[config.mk]
export PLATFORM = sky130hd
export DESIGN_NAME = sdfc_control
export DESIGN_NICKNAME = d
export VERILOG_FILES = /design/src/common/sdfc_pkg.sv /design/src/common/sdfc_word_if.sv /design/src/rtl/sdfc_control.sv /design/src/rtl/sdfc_serial_rx.sv
export SDC_FILE = /design/constraint.sdc
export NUM_CORES = 1
export LEC_CHECK = 0
export ABC_AREA = 1
export BUFFER_PORTS_ARGS = -buffer_cell sky130_fd_sc_hd__buf_4
export CAP_MARGIN = 15
export CELL_PAD_IN_SITES_DETAIL_PLACEMENT = 0
export CELL_PAD_IN_SITES_GLOBAL_PLACEMENT = 2
export CORE_AREA = 2 2 166 168
export DETAILED_ROUTE_END_ITERATION = 16
export DIE_AREA = 0 0 168 170
export PLACE_DENSITY_LB_ADDON = 0.1
export SLEW_MARGIN = 20
export SYNTH_ARGS = -nofsm -noshare
export SYNTH_HDL_FRONTEND = slang
export SYNTH_SLANG_ARGS = --single-unit
export TNS_END_PERCENT = 100
[constraint.sdc]
create_clock -name core_clk -period 6 [get_ports core_clk]
set_input_delay 1.8 -clock core_clk [delete_from_list [all_inputs] [get_ports core_clk]]
set_output_delay 1.8 -clock core_clk [all_outputs]
set_load 0.02 [all_outputs]
[src/common/sdfc_pkg.sv]
package sdfc_pkg;
  // ----------------------------------------
  // programming word layout
  // ----------------------------------------
  localparam int WORD_W = 24;
  localparam int CTRL_W = 4;
  localparam logic [3:0] CTRL_AUX_N = 4'h3;
  localparam logic [3:0] CTRL_REF = 4'h5;
  localparam logic [3:0] CTRL_FL = 4'h7;
  localparam logic [3:0] CTRL_OPT = 4'hb;
  // auxiliary feedback word
  localparam int AUX_PD_BIT = 23;
  localparam int AUX_GAIN_BIT = 22;
  localparam int AUX_PRE_BIT = 21;
  localparam int AUX_N_LSB = 4;
  localparam int AUX_N_W = 17;
  localparam int AUX_N_UNUSED_BIT = 3;
  // reference divider word
  localparam int REF_DIV_LSB = 4;
  localparam int REF_DIV_W = 15;
  localparam int MAIN_GAIN_LSB = 19;
  localparam int CODE_W = 4;
  // fastlock word
  localparam int TOC_LSB = 4;
  localparam int TOC_W = 14;
  localparam int FL_CUR_LSB = 18;
  localparam int SLIP_LSB = 22;
  localparam int SLIP_W = 2;
  // option word
  localparam int AUX_PDMODE_BIT = 16;
  // ----------------------------------------
  // reset values
  // ----------------------------------------
  localparam logic RST_AUX_PD = 1'b0;
  localparam logic RST_AUX_GAIN = 1'b0;
  localparam logic RST_AUX_PRE = 1'b0;
  localparam logic RST_AUX_PDMODE = 1'b0;
  localparam logic [16:0] RST_AUX_N = 17'h00000;
  localparam logic [14:0] RST_REF_DIV = 15'h0003;
  localparam logic [3:0] RST_CODE = 4'h0;
  localparam logic [13:0] RST_TOC = 14'h0000;
  localparam logic [1:0] RST_SLIP = 2'h0;
  // ----------------------------------------
  // values and timing
  // ----------------------------------------
  localparam logic [2:0] AUX_CP_LOW_MA = 3'h1;
  localparam logic [2:0] AUX_CP_HIGH_MA = 3'h4;
  localparam logic [4:0] PRE_SMALL = 5'h08;
  localparam logic [4:0] PRE_LARGE = 5'h10;
  localparam logic [10:0] CP_STEP_UA = 11'h064;
  localparam logic [13:0] TOC_HIZ = 14'h0000;
  localparam logic [13:0] TOC_MANUAL = 14'h0001;
  localparam logic [13:0] TOC_DRIVE_LO = 14'h0002;
  localparam logic [13:0] TOC_DRIVE_HI = 14'h0003;
  localparam logic [13:0] TOC_TIMED_MIN = 14'h0004;
  localparam int EVENTS_PER_TOC = 2;

  typedef enum {AUX_RUN, AUX_WAIT, AUX_DOWN} sdfc_aux_state_t;
  typedef enum {FL_IDLE, FL_TIMED} sdfc_fl_state_t;
endpackage

[src/common/sdfc_word_if.sv]
`timescale 1ns/10ps
`default_nettype none
// carries one finished programming word from receiver to bank
interface sdfc_word_if;
  logic valid;
  logic [sdfc_pkg::WORD_W-1:0] word;
  modport rx (output valid, output word);
  modport bank (input valid, input word);
endinterface
`default_nettype wire

[src/rtl/sdfc_control.sv]
`timescale 1ns/10ps
`default_nettype none
// Operation
// aux gain bit: 1 mA low, 4 mA high
// aux prescaler bit: 8/9 or 16/17
// aux power-down stops loop, pump high-Z
// mode 0: power-down waits for idle pump
// mode 1: power-down takes effect at once
// aux reference divides by plain 15-bit value
// host keeps reference divide at least 3
// main gain code gives (code+1)*100 uA
// timeout 0, 2, 3: no fastlock, pin general-purpose
// timeout 0 hi-Z, 2 low, 3 high
// timeout 1: pin low, fastlock held continuously
// timeout 4..16383: timed fastlock drives pin
// fastlock lasts timeout*2 pump events
// fastlock current code gives (code+1)*100 uA
// aux N binary, bit 3 unused with 8/9
// 24-bit words, low nibble selects register
// host keeps swallow count legal for 16/17
module sdfc_control #(
  parameter int TIMER_W = 15
) (
  // clock and reset
  input wire logic core_clk,
  input wire logic srst,
  // three-wire programming port
  input wire logic ser_clk,
  input wire logic ser_data,
  input wire logic ser_le,
  // loop status
  input wire logic aux_pump_active,
  input wire logic aux_ref_in,
  input wire logic main_cmp_event,
  input wire logic main_tune_start,
  // auxiliary loop controls
  output logic [2:0] aux_pump_ma,
  output logic [4:0] aux_prescaler_mod,
  output logic [3:0] aux_swallow,
  output logic [12:0] aux_main_count,
  output logic aux_powered,
  output logic aux_pump_hiz,
  output logic aux_ref_tick,
  // main loop controls
  output logic [10:0] main_pump_ua,
  output logic main_fastlock_active,
  output logic [1:0] slip_reduction_select,
  // fastlock pin
  output logic main_fastlock_pin_out,
  output logic main_fastlock_pin_oe
);
  sdfc_word_if wif ();
  // ------------------------------------
  // serial word receiver
  // ------------------------------------
  sdfc_serial_rx u_rx (
    .core_clk(core_clk),
    .srst(srst),
    .ser_clk(ser_clk),
    .ser_data(ser_data),
    .ser_le(ser_le),
    .out(wif.rx)
  );

  // ------------------------------------
  // programmed fields
  // ------------------------------------
  logic aux_pd;
  logic aux_gain;
  logic aux_pre;
  logic aux_pdmode;
  logic [16:0] aux_n;
  logic [14:0] ref_div;
  logic [3:0] main_gain;
  logic [3:0] fl_cur;
  logic [13:0] toc;
  logic [1:0] slip;
  logic next_aux_pd;
  logic next_aux_gain;
  logic next_aux_pre;
  logic next_aux_pdmode;
  logic [16:0] next_aux_n;
  logic [14:0] next_ref_div;
  logic [3:0] next_main_gain;
  logic [3:0] next_fl_cur;
  logic [13:0] next_toc;
  logic [1:0] next_slip;
  // word decode by control nibble
  always_comb begin
    next_aux_pd = aux_pd;
    next_aux_gain = aux_gain;
    next_aux_pre = aux_pre;
    next_aux_pdmode = aux_pdmode;
    next_aux_n = aux_n;
    next_ref_div = ref_div;
    next_main_gain = main_gain;
    next_fl_cur = fl_cur;
    next_toc = toc;
    next_slip = slip;
    if (wif.valid) begin
      case (wif.word[sdfc_pkg::CTRL_W-1:0])
        sdfc_pkg::CTRL_AUX_N: begin
          next_aux_pd = wif.word[sdfc_pkg::AUX_PD_BIT];
          next_aux_gain = wif.word[sdfc_pkg::AUX_GAIN_BIT];
          next_aux_pre = wif.word[sdfc_pkg::AUX_PRE_BIT];
          next_aux_n = wif.word[sdfc_pkg::AUX_N_LSB +: sdfc_pkg::AUX_N_W];
        end
        sdfc_pkg::CTRL_REF: begin
          next_ref_div = wif.word[sdfc_pkg::REF_DIV_LSB +: sdfc_pkg::REF_DIV_W];
          next_main_gain = wif.word[sdfc_pkg::MAIN_GAIN_LSB +: sdfc_pkg::CODE_W];
        end
        sdfc_pkg::CTRL_FL: begin
          next_toc = wif.word[sdfc_pkg::TOC_LSB +: sdfc_pkg::TOC_W];
          next_fl_cur = wif.word[sdfc_pkg::FL_CUR_LSB +: sdfc_pkg::CODE_W];
          next_slip = wif.word[sdfc_pkg::SLIP_LSB +: sdfc_pkg::SLIP_W];
        end
        sdfc_pkg::CTRL_OPT: next_aux_pdmode = wif.word[sdfc_pkg::AUX_PDMODE_BIT];
        default: next_aux_pd = aux_pd; // other words belong elsewhere
      endcase
    end
  end

  // field registers
  always_ff @(posedge core_clk) begin
    if (srst) begin
      aux_pd <= sdfc_pkg::RST_AUX_PD;
      aux_gain <= sdfc_pkg::RST_AUX_GAIN;
      aux_pre <= sdfc_pkg::RST_AUX_PRE;
      aux_pdmode <= sdfc_pkg::RST_AUX_PDMODE;
      aux_n <= sdfc_pkg::RST_AUX_N;
      ref_div <= sdfc_pkg::RST_REF_DIV;
      main_gain <= sdfc_pkg::RST_CODE;
      fl_cur <= sdfc_pkg::RST_CODE;
      toc <= sdfc_pkg::RST_TOC;
      slip <= sdfc_pkg::RST_SLIP;
    end else begin
      aux_pd <= next_aux_pd;
      aux_gain <= next_aux_gain;
      aux_pre <= next_aux_pre;
      aux_pdmode <= next_aux_pdmode;
      aux_n <= next_aux_n;
      ref_div <= next_ref_div;
      main_gain <= next_main_gain;
      fl_cur <= next_fl_cur;
      toc <= next_toc;
      slip <= next_slip;
    end
  end

  // ------------------------------------
  // auxiliary power-down sequencing
  // ------------------------------------
  sdfc_pkg::sdfc_aux_state_t aux_st;
  sdfc_pkg::sdfc_aux_state_t next_aux_st;
  always_comb begin
    next_aux_st = aux_st;
    case (aux_st)
      sdfc_pkg::AUX_RUN: begin
        if (aux_pd && (aux_pdmode || !aux_pump_active)) begin
          next_aux_st = sdfc_pkg::AUX_DOWN;
        end else if (aux_pd) begin
          next_aux_st = sdfc_pkg::AUX_WAIT;
        end
      end
      sdfc_pkg::AUX_WAIT: begin
        if (!aux_pd) begin
          next_aux_st = sdfc_pkg::AUX_RUN;
        end else if (aux_pdmode || !aux_pump_active) begin
          next_aux_st = sdfc_pkg::AUX_DOWN;
        end
      end
      sdfc_pkg::AUX_DOWN: begin
        if (!aux_pd) begin
          next_aux_st = sdfc_pkg::AUX_RUN;
        end
      end
      default: begin
        next_aux_st = sdfc_pkg::AUX_RUN;
      end
    endcase
  end

  always_ff @(posedge core_clk) begin
    if (srst) begin
      aux_st <= sdfc_pkg::AUX_RUN;
    end else begin
      aux_st <= next_aux_st;
    end
  end

  // ------------------------------------
  // auxiliary reference divider
  // ------------------------------------
  logic [14:0] ref_cnt;
  logic [14:0] next_ref_cnt;
  logic next_ref_tick;
  // counts cycles with aux_ref_in high, divider must stay at 3 or more
  always_comb begin
    next_ref_cnt = ref_cnt;
    next_ref_tick = 1'b0;
    if (next_aux_st == sdfc_pkg::AUX_DOWN) begin
      next_ref_cnt = '0;
    end else if (aux_ref_in) begin
      if (ref_cnt >= ref_div - 15'h0001) begin
        next_ref_cnt = '0;
        next_ref_tick = 1'b1;
      end else begin
        next_ref_cnt = ref_cnt + 15'h0001;
      end
    end
  end

  always_ff @(posedge core_clk) begin
    if (srst) begin
      ref_cnt <= '0;
    end else begin
      ref_cnt <= next_ref_cnt;
    end
  end

  // ------------------------------------
  // main fastlock timer
  // ------------------------------------
  sdfc_pkg::sdfc_fl_state_t fl_st;
  sdfc_pkg::sdfc_fl_state_t next_fl_st;
  logic [TIMER_W-1:0] fl_cnt;
  logic [TIMER_W-1:0] next_fl_cnt;
  logic timed_mode;
  logic manual_mode;
  logic [TIMER_W-1:0] fl_len;
  assign timed_mode = (toc >= sdfc_pkg::TOC_TIMED_MIN);
  assign manual_mode = (toc == sdfc_pkg::TOC_MANUAL);
  assign fl_len = TIMER_W'(toc) * TIMER_W'(sdfc_pkg::EVENTS_PER_TOC);
  always_comb begin
    next_fl_st = fl_st;
    next_fl_cnt = fl_cnt;
    case (fl_st)
      sdfc_pkg::FL_IDLE: begin
        if (main_tune_start && timed_mode) begin
          next_fl_st = sdfc_pkg::FL_TIMED;
          next_fl_cnt = fl_len;
        end
      end
      sdfc_pkg::FL_TIMED: begin
        if (!timed_mode) begin
          next_fl_st = sdfc_pkg::FL_IDLE;
          next_fl_cnt = '0;
        end else if (main_tune_start) begin
          next_fl_cnt = fl_len;
        end else if (main_cmp_event) begin
          next_fl_cnt = fl_cnt - TIMER_W'(1);
          if (fl_cnt == TIMER_W'(1)) begin
            next_fl_st = sdfc_pkg::FL_IDLE;
          end
        end
      end
      default: begin
        next_fl_st = sdfc_pkg::FL_IDLE;
        next_fl_cnt = '0;
      end
    endcase
  end

  always_ff @(posedge core_clk) begin
    if (srst) begin
      fl_st <= sdfc_pkg::FL_IDLE;
      fl_cnt <= '0;
    end else begin
      fl_st <= next_fl_st;
      fl_cnt <= next_fl_cnt;
    end
  end

  // ------------------------------------
  // registered outputs
  // ------------------------------------
  logic fl_on;
  logic [2:0] next_aux_pump_ma;
  logic [4:0] next_prescaler_mod;
  logic [3:0] next_swallow;
  logic [10:0] next_main_pump_ua;
  logic next_pin_out;
  logic next_pin_oe;
  assign fl_on = manual_mode || (next_fl_st == sdfc_pkg::FL_TIMED);
  always_comb begin
    next_aux_pump_ma = aux_gain ? sdfc_pkg::AUX_CP_HIGH_MA : sdfc_pkg::AUX_CP_LOW_MA;
    next_prescaler_mod = aux_pre ? sdfc_pkg::PRE_LARGE : sdfc_pkg::PRE_SMALL;
    // swallow count; bit 3 ignored for 8/9
    next_swallow = aux_pre ? aux_n[3:0] : {1'b0, aux_n[2:0]};
    if (fl_on) begin
      next_main_pump_ua = 11'(({7'h00, fl_cur} + 11'h001) * sdfc_pkg::CP_STEP_UA);
    end else begin
      next_main_pump_ua = 11'(({7'h00, main_gain} + 11'h001) * sdfc_pkg::CP_STEP_UA);
    end
    next_pin_out = 1'b0;
    next_pin_oe = 1'b1;
    case (toc)
      sdfc_pkg::TOC_HIZ: next_pin_oe = 1'b0;
      sdfc_pkg::TOC_MANUAL: next_pin_out = 1'b0;
      sdfc_pkg::TOC_DRIVE_LO: next_pin_out = 1'b0;
      sdfc_pkg::TOC_DRIVE_HI: next_pin_out = 1'b1;
      default: next_pin_oe = fl_on; // pulls low in fastlock
    endcase
  end

  always_ff @(posedge core_clk) begin
    if (srst) begin
      aux_pump_ma <= sdfc_pkg::AUX_CP_LOW_MA;
      aux_prescaler_mod <= sdfc_pkg::PRE_SMALL;
      aux_swallow <= '0;
      aux_main_count <= '0;
      aux_powered <= 1'b1;
      aux_pump_hiz <= 1'b0;
      aux_ref_tick <= 1'b0;
      main_pump_ua <= sdfc_pkg::CP_STEP_UA;
      main_fastlock_active <= 1'b0;
      slip_reduction_select <= sdfc_pkg::RST_SLIP;
      main_fastlock_pin_out <= 1'b0;
      main_fastlock_pin_oe <= 1'b0;
    end else begin
      aux_pump_ma <= next_aux_pump_ma;
      aux_prescaler_mod <= next_prescaler_mod;
      aux_swallow <= next_swallow;
      aux_main_count <= aux_n[16:4];
      aux_powered <= (next_aux_st != sdfc_pkg::AUX_DOWN);
      aux_pump_hiz <= (next_aux_st == sdfc_pkg::AUX_DOWN);
      aux_ref_tick <= next_ref_tick;
      main_pump_ua <= next_main_pump_ua;
      main_fastlock_active <= fl_on;
      slip_reduction_select <= slip;
      main_fastlock_pin_out <= next_pin_out;
      main_fastlock_pin_oe <= next_pin_oe;
    end
  end
endmodule
`default_nettype wire

[src/rtl/sdfc_serial_rx.sv]
`timescale 1ns/10ps
`default_nettype none
module sdfc_serial_rx (
  // clock and reset
  input wire logic core_clk,
  input wire logic srst,
  // three-wire port
  input wire logic ser_clk,
  input wire logic ser_data,
  input wire logic ser_le,
  // finished word
  sdfc_word_if.rx out
);
  logic ser_clk_d;
  logic ser_le_d;
  logic [sdfc_pkg::WORD_W-1:0] shift;
  logic valid;
  logic [sdfc_pkg::WORD_W-1:0] word;
  logic next_ser_clk_d;
  logic next_ser_le_d;
  logic [sdfc_pkg::WORD_W-1:0] next_shift;
  logic next_valid;
  logic [sdfc_pkg::WORD_W-1:0] next_word;

  // ------------------------------------
  // shift on clock rise, latch on load rise
  // ------------------------------------
  always_comb begin
    next_ser_clk_d = ser_clk;
    next_ser_le_d = ser_le;
    next_shift = shift;
    next_valid = 1'b0;
    next_word = word;
    if (ser_clk && !ser_clk_d && !ser_le) begin
      next_shift = {shift[sdfc_pkg::WORD_W-2:0], ser_data}; // msb first
    end
    if (ser_le && !ser_le_d) begin
      next_valid = 1'b1;
      next_word = shift;
    end
  end

  // state registers
  always_ff @(posedge core_clk) begin
    if (srst) begin
      ser_clk_d <= 1'b0;
      ser_le_d <= 1'b0;
      shift <= '0;
      valid <= 1'b0;
      word <= '0;
    end else begin
      ser_clk_d <= next_ser_clk_d;
      ser_le_d <= next_ser_le_d;
      shift <= next_shift;
      valid <= next_valid;
      word <= next_word;
    end
  end

  assign out.valid = valid;
  assign out.word = word;
endmodule
`default_nettype wire

==> qor.txt, run 1 <==
DRC viols = 0
Tot GR Track Use = 16.9%
Die area = 0.0286 mm²
RSZ-0062 raised after global routing = no
Final Wtd Congestion = 0.760
Crit path max-delay family = buffers and inverters
Worst relative slew slack = 32.6%
WP buf/inv = 4
Placed wire-length estimate = 16600 µm
Mapped Cells = 1327
Area of the multi-input gates = 0.00491 mm²
Die Wd = 168 µm
Register area = 0.00486 mm²
Largest net degree at the start of global routing = 70
M1 GR Usage = 23.4%
Tmin final = 3.12 ns
Clock transition at path regs = 0.06 ns
Busiest layer in global routing = met2
Number of global-route vias before repair = 7744
ANT cells = 0
Share of cells above drive strength 1 = 10.3%
Crit Path Category = in2reg
Initial antenna violation count = 0
Worst Max-Slew Pin Slew = 1.01 ns
Crit path top cell by count = buf_4
CTS buffer count = 27
Most frequent cells in the layout = 243 x dfxtp_1, 226 x nor2_1, 220 x nand2_1
Setup WS pre-CTS = 2.29 ns
Worst stage delay on the critical path = 0.62 ns
Die H = 170 µm
Via density = 4.62
Ports = 53
Synth Cell Area = 0.0103 mm²
Fin nets = 1476
GR Overflow Total = 0
Clk_skew = 0.0132 ns
Max-Cap Viols = 0
Critical path arrival = 3.53 ns
First-pass GRT wire length = 39400 µm
Synth-to-Final Area Change = 16.5%
Initial Utilization = 38.5%
I/O Buffers = 46
Register-to-register setup slack = 2.92 ns
Routed WL per cell = 13.4 µm
Seq/Total Area, Yosys = 47.4%
Hold Vio Cnt, Final = 0
Post-route setup TNS = 0 ns
Final worst path period share = 52.0%
Pwr per Cell Area = 289 mW/mm²
Max Slew Vio Count = 0
Hold Path Class = reg2reg
CTS H-tree lvls = 1
DRT Wirelength = 24000 µm
Seq cells post-synth = 243
Ys async rst share = 0%
CP cell instances = buf_4, inv_2, nor2_1, buf_4, clkinv_1, o21ai_0, a21oi_1
Post-DRT Antenna Nets = 0
Predominant post-synthesis flop cell = dfxtp_1
CTS max path bufs = 3
Slowest cell on crit path = clkinv_1
Area of the core = 0.0267 mm²
CTS tree = done
Critical path launch point type = input port
Num Clock Sinks = 243
M2 GR Usage = 28.0%
1st-iter DRT viols = 405
Cts hold-fix bufs = 0
First-pass DRT Iterations = 4
Maximum fanout along the worst path = 26
Critical Path RT = 6.41 ns
Yosys warning count = 0
Fillers = 2721
CTS resizes = 0
Leak = 0.00532 µW
Post-Syn Area per Cell = 7.74 µm²
Placed Instance Area = 0.0111 mm²
Number of synthesized flops with an enable pin = 0
GRT met3 Usage = 2.28%
Postcts setup bufs = 0
Final WS setup = 2.88 ns
Critical Path End Type = flop
Via count = 8237
Max Freq = 320 MHz
Row count = 60
Final Setup Violations = 0
Clk_lat worst skew = 0.54 ns
Status = finished clean
Synth cell types = 41
CTS root buf = clkbuf_16
Design Area, Final = 0.0120 mm²
Maximum vdd drop = 0.258 mV
Most common cell after layout, fill and taps aside = dfxtp_1
==> worst paths after layout <==
check                           cells past startpoint  startpoint                 to
worst min-delay path                                2   aux_n[12]  aux_main_count[8]
worst max-delay path                                7      ser_le   u_rx.out.word[2]
worst min register to register                      2   aux_n[12]  aux_main_count[8]
worst max register to register                     14  ref_div[0]        ref_cnt[12]
==> cell families after synthesis <==
family,Yosys count,share of synthesized area [%]
AOI/OAI and AO/OA,220,11.4
and+or+nand+nor,602,25.4
other,1,0.0365
DFF,243,47.4
adders and majority gates,47,5.80
buffers and inverters,182,7.28
xor gates and xnor gates,32,2.73
==> area by class of cell <==
type / count / area share (%)
Clock buffer: 39 / 6.27
Clock inverter: 10 / 1.28
Inverter: 129 / 4.05
Multi-Input combinational cell: 968 / 41.0
Sequential cell: 243 / 40.6
Tap cell: 341 / 3.57
Timing Repair Buffer: 51 / 3.20
==> power breakdown <==
part / total, µW / switching, µW / internal, µW
logic: 113 / 81.6 / 31.5
registers: 1680 / 25.1 / 1650
clock network: 1660 / 661 / 1000
==> worst reg2reg max path: cells and delay by family, from the launching register on <==
kind	cells	cell delay [ns]
simple gates	7	1.44
fa+ha+maj	2	0.54
compound gates	3	0.40
xor+xnor	1	0.18
flops	1	0.29
buf+inv	1	0.12
==> per-layer routing <==
layer / vias up / routed length, µm
met5: - / 0
met4: 0 / 432
met3: 35 / 785
met2: 95 / 10800
met1: 3700 / 11900
li1: 4407 / -
==> per-stage QoR <==
stage | utilization (%) | total power (µW) | hold WS (ns) | cells
6_report | 44.9 | 3450 | 0.432 | 1781
5_1_grt | 44.9 | 3590 | 0.461 | 1781
4_1_cts | 44.9 | 3510 | 0.435 | 1781
3_5_place_dp | 41.5 | 1830 | 0.425 | 1732
3_3_place_gp | 41.5 | 1830 | 0.424 | 1732
2_1_floorplan | - | 1790 | 0.381 | 1393
==> registers in the layout, indices dropped and copies added (netlist names), 4 cells and up <==
signal          count
aux_st             32
fl_st              32
u_rx.out.word      24
u_rx.shift         24
aux_n              17
fl_cnt             15
ref_cnt            15
ref_div            15
toc                14
aux_main_count     13
main_pump_ua        9
aux_swallow         4
fl_cur              4
main_gain           4
==> synth_stat cells (4+ instances only) <==
cell type | count | area, µm²
dfxtp_1 | 243 | 4860
nor2_1 | 226 | 848
nand2_1 | 220 | 826
inv_1 | 120 | 450
o21ai_0 | 102 | 510
nand3_1 | 96 | 480
a21oi_1 | 95 | 475
ha_1 | 46 | 576
clkbuf_1 | 34 | 128
xor2_1 | 25 | 219
nand4_1 | 13 | 81.3
a21oi_2 | 12 | 105
buf_4 | 8 | 60.1
inv_2 | 8 | 30.0
nor2_2 | 7 | 43.8
xnor2_1 | 7 | 61.3
nand2_2 | 6 | 37.5
nor3_1 | 6 | 30.0
nand3_2 | 5 | 50.1
nor2_4 | 5 | 56.3
buf_2 | 4 | 20.0
buf_6 | 4 | 45.0
nor3_2 | 4 | 40.0
or2_2 | 4 | 25.0
No activity file was read; power rests on OpenSTA's default activity.
==> inputs of run 2 (changes only) <==
--- a/config.mk
+++ b/config.mk
@@ -10,9 +10,9 @@
 export CAP_MARGIN = 15
 export CELL_PAD_IN_SITES_DETAIL_PLACEMENT = 0
 export CELL_PAD_IN_SITES_GLOBAL_PLACEMENT = 2
-export CORE_AREA = 2 2 166 168
+export CORE_AREA = 2 2 172 174
 export DETAILED_ROUTE_END_ITERATION = 16
-export DIE_AREA = 0 0 168 170
+export DIE_AREA = 0 0 174 176
 export PLACE_DENSITY_LB_ADDON = 0.1
 export SLEW_MARGIN = 20
 export SYNTH_ARGS = -nofsm -noshare
==> constraint.sdc (replaced) <==
create_clock -name core_clk -period 3.2 [get_ports core_clk]
set_input_delay 0.96 -clock core_clk [delete_from_list [all_inputs] [get_ports core_clk]]
set_output_delay 0.96 -clock core_clk [all_outputs]
set_load 0.02 [all_outputs]
==> qor.txt, run 2 (synthesized netlist as in run 1, its figures left out) <==
Status = finished clean
Register area = 0.00486 mm² (unchanged)
Initial Utilization = 36.0% (-2.6 points)
Leak = 0.00540 µW (+1.4%)
CP cell instances = nor2_1, nand2_1, nor3_1, nand3_1, nor2_1, nand3_1, xor2_1, inv_1, ha_1, inv_1, nor4_1, nand2_1, nand3_1, nand2_2, nand3_1, nor2_1
Final worst path period share = 87.7%
Largest net degree at the start of global routing = 98 (+40%)
Final Wtd Congestion = 0.731 (-3.7%)
Clk_lat worst skew = 0.54 ns (about the same)
Max Freq = 356 MHz
Via density = 4.54 (-1.9%)
Hold Vio Cnt, Final = 0 (unchanged)
Worst relative slew slack = 33.8% (+1.2 points)
CTS root buf = clkbuf_16
ANT cells = 0 (unchanged)
Num Clock Sinks = 243 (unchanged)
Area of the multi-input gates = 0.00491 mm² (about the same)
CTS H-tree lvls = 1 (unchanged)
Crit Path Category = reg2reg
Fin nets = 1480 (+0.27%)
Maximum vdd drop = 0.352 mV (+37%)
Critical path launch point type = flop
Pwr per Cell Area = 554 mW/mm² (+92%)
# placed instances = 1778 (+2.7%)
Die H = 176 µm (+3.5%)
Tmin final = 2.81 ns
I/O Buffers = 46 (unchanged)
Maximum fanout along the worst path = 13 (-50%)
Share of cells above drive strength 1 = 11.2% (+0.86 points)
Final Setup Violations = 0 (unchanged)
Most frequent cells in the layout = 243 x dfxtp_1, 226 x nor2_1, 219 x nand2_1
CTS tree = done
First-pass GRT wire length = 41400 µm (+5.0%)
Clk_skew = 0.0104 ns (-0.00281 ns)
Number of global-route vias before repair = 8078 (+4.3%)
Clock transition at path regs = 0.06 ns (about the same)
Ports = 53 (unchanged)
DRC viols = 0 (unchanged)
Most common cell after layout, fill and taps aside = dfxtp_1
Critical Path RT = 3.61 ns (-2.80 ns)
Switching Fraction = 22.3% (+0.043 points)
Max-Cap Viols = 0 (unchanged)
CTS max path bufs = 3 (unchanged)
Via count = 8301 (+0.78%)
Sequential power share = 46.7% (-1.8 points)
CTS buffer count = 28 (+3.7%)
Comb power frac = 3.3% (about the same)
Hold Path Class = reg2reg
Placed wire-length estimate = 16700 µm (+0.72%)
Row count = 62 (+3.3%)
Synth-to-Final Area Change = 18.3%
Post-DRT Antenna Nets = 0 (unchanged)
Crit path top cell by count = nand3_1
Clock network power share = 50.0% (+1.8 points)
Fillers = 3007 (+11%)
First-pass DRT Iterations = 7 (+3)
Max Slew Vio Count = 0 (unchanged)
DRT Wirelength = 24400 µm (+1.7%)
Die area = 0.0306 mm² (+7.2%)
1st-iter DRT viols = 414 (+2.2%)
Crit path max-delay family = simple AND/OR/NAND/NOR gates
Worst stage delay on the critical path = 0.34 ns (-0.28 ns)
Pwr Total = 6720 µW (+95%)
GR Overflow Total = 0 (unchanged)
Die Wd = 174 µm (+3.6%)
Initial antenna violation count = 0 (unchanged)
Biggest registers after layout = aux_st: 32 flops, fl_st: 32 flops
Routed WL per cell = 13.3 µm (-0.97%)
Post-route setup TNS = 0 ns (unchanged)
RSZ-0062 raised after global routing = no
Critical path arrival = 3.22 ns (-0.31 ns)
Sw Pwr = 1500 µW (+95%)
Internal = 5230 µW (+95%)
Final Non-Filler Cells = 1829 (+2.7%)
Worst Max-Slew Pin Slew = 0.987 ns (-0.0220 ns)
Postcts setup bufs = 0 (unchanged)
Area of the core = 0.0285 mm² (+7.1%)
Tot GR Track Use = 16.5% (-0.42 points)
WP buf/inv = 2 (-2)
Critical Path End Type = flop
Slowest cell on crit path = dfxtp_1
## run 2: power groups by stage
stage                     sequential (µW)  clock (µW)  combinational, µW
final                                3140        3360                221
after floorplan                      3190           0                164
after detailed placement             3210           0                225
after CTS                            3140        3460                226
after global placement               3210           0                224
after global routing                 3150        3590                261
## run 2: worst paths after layout
path	cells past startpoint	end	slack (ns)	from
max reg2reg	16	ref_cnt[14]	0.39	ref_div[2]
max	16	ref_cnt[14]	0.39	ref_div[2]
min	2	aux_swallow[0]	0.43	aux_n[0]
min reg2reg	2	aux_swallow[0]	0.43	aux_n[0]
## run 2: layout make-up
class	count	area share, %
multi-input cells	968	40.4
flip-flops and latches	243	40.0
clock buffers	36	6.51
inverters	129	3.99
well taps	384	3.96
repair buffers	54	3.44
clock inverters	15	1.65
## run 2: through the flow
step                hold slack [ns]  setup WS, ns  area [µm²]  util [%]
global placement              0.424         0.260       11200      39.1
global route                  0.454        0.0126       12100      42.5
CTS                           0.430         0.185       12100      42.5
detailed placement            0.421         0.205       11200      39.1
finish                        0.428         0.393       12100      42.5
floorplan                     0.381         0.655       10500         -
## run 2: repair_timing
action,in CTS,in global routing
hold buffers,0,0
setup endpoints to repair,0,13
resized for setup,0,1
## run 2: worst min-delay path: cells and delay by family, from the launching register on
| kind | cells | cell delay (ns) |
|---|---|---|
| buf+inv | 1 | 0.06 |
| flops | 1 | 0.29 |
| simple gates | 1 | 0.04 |
## run 2: metal layers
layer | vias to the layer above | wire [µm] | GRT usage, %
met4 | 0 | 428 | 3.57
li1 | 4410 | - | -
met2 | 102 | 11000 | 27.2
met3 | 33 | 889 | 2.37
met1 | 3756 | 12100 | 23.0
met5 | - | 0 | 0
==> inputs of run 3 (changes only) <==
==> constraint.sdc (replaced) <==
create_clock -name core_clk -period 2.6 [get_ports core_clk]
set_input_delay 0.78 -clock core_clk [delete_from_list [all_inputs] [get_ports core_clk]]
set_output_delay 0.78 -clock core_clk [all_outputs]
set_load 0.02 [all_outputs]
==> qor.txt, run 3 (synthesized netlist as in run 1, its figures left out) <==
Initial Utilization = 36.0% (unchanged)
Slowest cell on crit path = dfxtp_2
CTS buffer count = 26 (-7.1%)
CP cell instances = nor2_2, nand2_1, nor3_2, nand3_1, nor2_2, nand3_1, xor2_1, inv_1, ha_4, inv_2, nor4_2, nand2_1, nand3_2, nand2_2, buf_8, nand3_2, nor2_1
GR Overflow Total = 0 (unchanged)
Most common cell after layout, fill and taps aside = dfxtp_1
Critical path arrival = 3.01 ns (-0.21 ns)
Final Setup Violations = 0 (unchanged)
DRC viols = 0 (unchanged)
1st-iter DRT viols = 400 (-3.4%)
Share of cells above drive strength 1 = 16.5% (+5.3 points)
Tmin final = 2.59 ns (-0.215 ns)
Maximum fanout along the worst path = 8 (-5)
Critical Path RT = 3.01 ns (-0.60 ns)
Via density = 4.55 (+0.31%)
Clk_lat worst skew = 0.54 ns (about the same)
Final Wtd Congestion = 0.788 (+7.7%)
CTS max path bufs = 3 (unchanged)
CTS root buf = clkbuf_16
Fillers = 3031 (+0.80%)
First-pass DRT Iterations = 5 (-2)
Critical path launch point type = flop
Placed Instance Area = 0.0114 mm² (+2.0%)
Post-DRT Antenna Nets = 0 (unchanged)
Die H = 176 µm (unchanged)
Clock transition at path regs = 0.06 ns (about the same)
Via count = 8445 (+1.7%)
Placed wire-length estimate = 17300 µm (+3.6%)
Status = finished clean
Crit Path Category = reg2reg
CTS tree = done
Design Area, Final = 0.0126 mm² (+3.6%)
CTS H-tree lvls = 1 (unchanged)
Leak = 0.00550 µW (+1.8%)
I/O Buffers = 46 (unchanged)
Maximum vdd drop = 0.520 mV (+48%)
DRT Wirelength = 24800 µm (+1.7%)
Max-Cap Viols = 0 (unchanged)
Routed WL per cell = 13.4 µm (+0.26%)
Num Clock Sinks = 243 (unchanged)
Synth-to-Final Area Change = 22.5%
Ports = 53 (unchanged)
First-pass GRT wire length = 39800 µm (-4.0%)
Worst Max-Slew Pin Slew = 0.724 ns (-0.263 ns)
Tot GR Track Use = 15.9% (-0.58 points)
Clk_skew = 0.0146 ns (+0.00416 ns)
Hold slack = 0.429 ns (+0.000638 ns)
Max Slew Vio Count = 0 (unchanged)
Pwr per Cell Area = 626 mW/mm² (+13%)
Most frequent cells in the layout = 236 x dfxtp_1, 219 x nor2_1, 217 x nand2_1
Die Wd = 174 µm (unchanged)
Biggest registers after layout = aux_st: 32 flops, fl_st: 32 flops
Worst relative slew slack = 51.7% (+18 points)
Final worst path period share = 99.7% (+12 points)
Area of the core = 0.0285 mm² (unchanged)
Max Freq = 386 MHz (+8.3%)
Critical Path End Type = flop
RSZ-0062 raised after global routing = yes
Fin nets = 1509 (+2.0%)
Largest net degree at the start of global routing = 66 (-33%)
Hold Path Class = reg2reg
Die area = 0.0306 mm² (unchanged)
Number of global-route vias before repair = 7728 (-4.3%)
ANT cells = 0 (unchanged)
Initial antenna violation count = 0 (unchanged)
Worst stage delay on the critical path = 0.33 ns (about the same)
Post-Route Utilization = 44.1% (+1.5 points)
Row count = 62 (unchanged)
Hold Vio Cnt, Final = 0 (unchanged)
## run 3: cell types whose count changed in the layout (fill, tap and decap cells not counted), moves of 4 or more
cell	previous run	this run
buf_4	53	80
dfxtp_1	243	236
dfxtp_2	0	4
ha_1	46	34
ha_4	0	10
inv_2	9	13
nand3_1	96	80
nand3_2	5	20
nor2_1	226	219
nor2_2	7	14
## run 3: repair_timing
item | CTS | global route
pin swaps | 0 | 32
hold buffers | 0 | 0
setup endpoints to repair | 9 | 18
buffers inserted | 0 | 3
endpoints found under the hold margin | 0 | 0
resized for setup | 5 | 64
## run 3: worst max-delay path: cells and delay by family (launching register included)
family	cells	cell delay (ns)
AND/OR/NAND/NOR	12	1.43
flip-flops	1	0.33
buffers and inverters	3	0.28
XOR/XNOR	1	0.17
adder cells (fa/ha/maj)	1	0.27
## run 3: worst paths after layout
path                   start                  endpoint  slack, ns  cells past startpoint
setup / recovery  ref_div[2]                ref_cnt[6]      0.007                     17
hold / removal       slip[1]  slip_reduction_select[1]       0.43                      2
setup reg to reg  ref_div[2]                ref_cnt[6]      0.007                     17
hold reg to reg      slip[1]  slip_reduction_select[1]       0.43                      2
## run 3: layout make-up
| cell class | instances | area, µm² | share of cell area, % |
|---|---|---|---|
| Clock inverter | 10 | 111 | 0.885 |
| Multi-Input combinational cell | 968 | 5190 | 41.3 |
| Clock buffer | 36 | 758 | 6.02 |
| Tap cell | 384 | 480 | 3.82 |
| Inverter | 129 | 484 | 3.85 |
| Sequential cell | 243 | 4880 | 38.8 |
| Timing Repair Buffer | 85 | 678 | 5.39 |
## run 3: power by group
group / leakage, µW / switching, µW / internal, µW
Combinational: 0.00307 / 210 / 99.7
Sequential: 0.00199 / 54.2 / 3810
Clock: 0.000437 / 1480 / 2230
Total: 0.00550 / 1750 / 6130
## run 3: layer usage
layer,vias up,part of all wire (%),global-route usage (%)
li1,4455,-,-
met1,3853,49,22.3
met2,109,46,26.2
met3,28,2.9,2.05
met4,0,1.9,3.50
met5,-,0,0
## run 3: through the flow
stage               power (µW)  setup slack (ns)   TNS, ns  instances
floorplan                 4130            0.0549         0       1393
global placement          4240            0.0480         0       1806
detailed placement        4240          -0.00558  -0.00558       1806
CTS                       8000           0.00778         0       1852
global route              8190            -0.187     -2.67       1855
finish                    7880           0.00713         0       1855
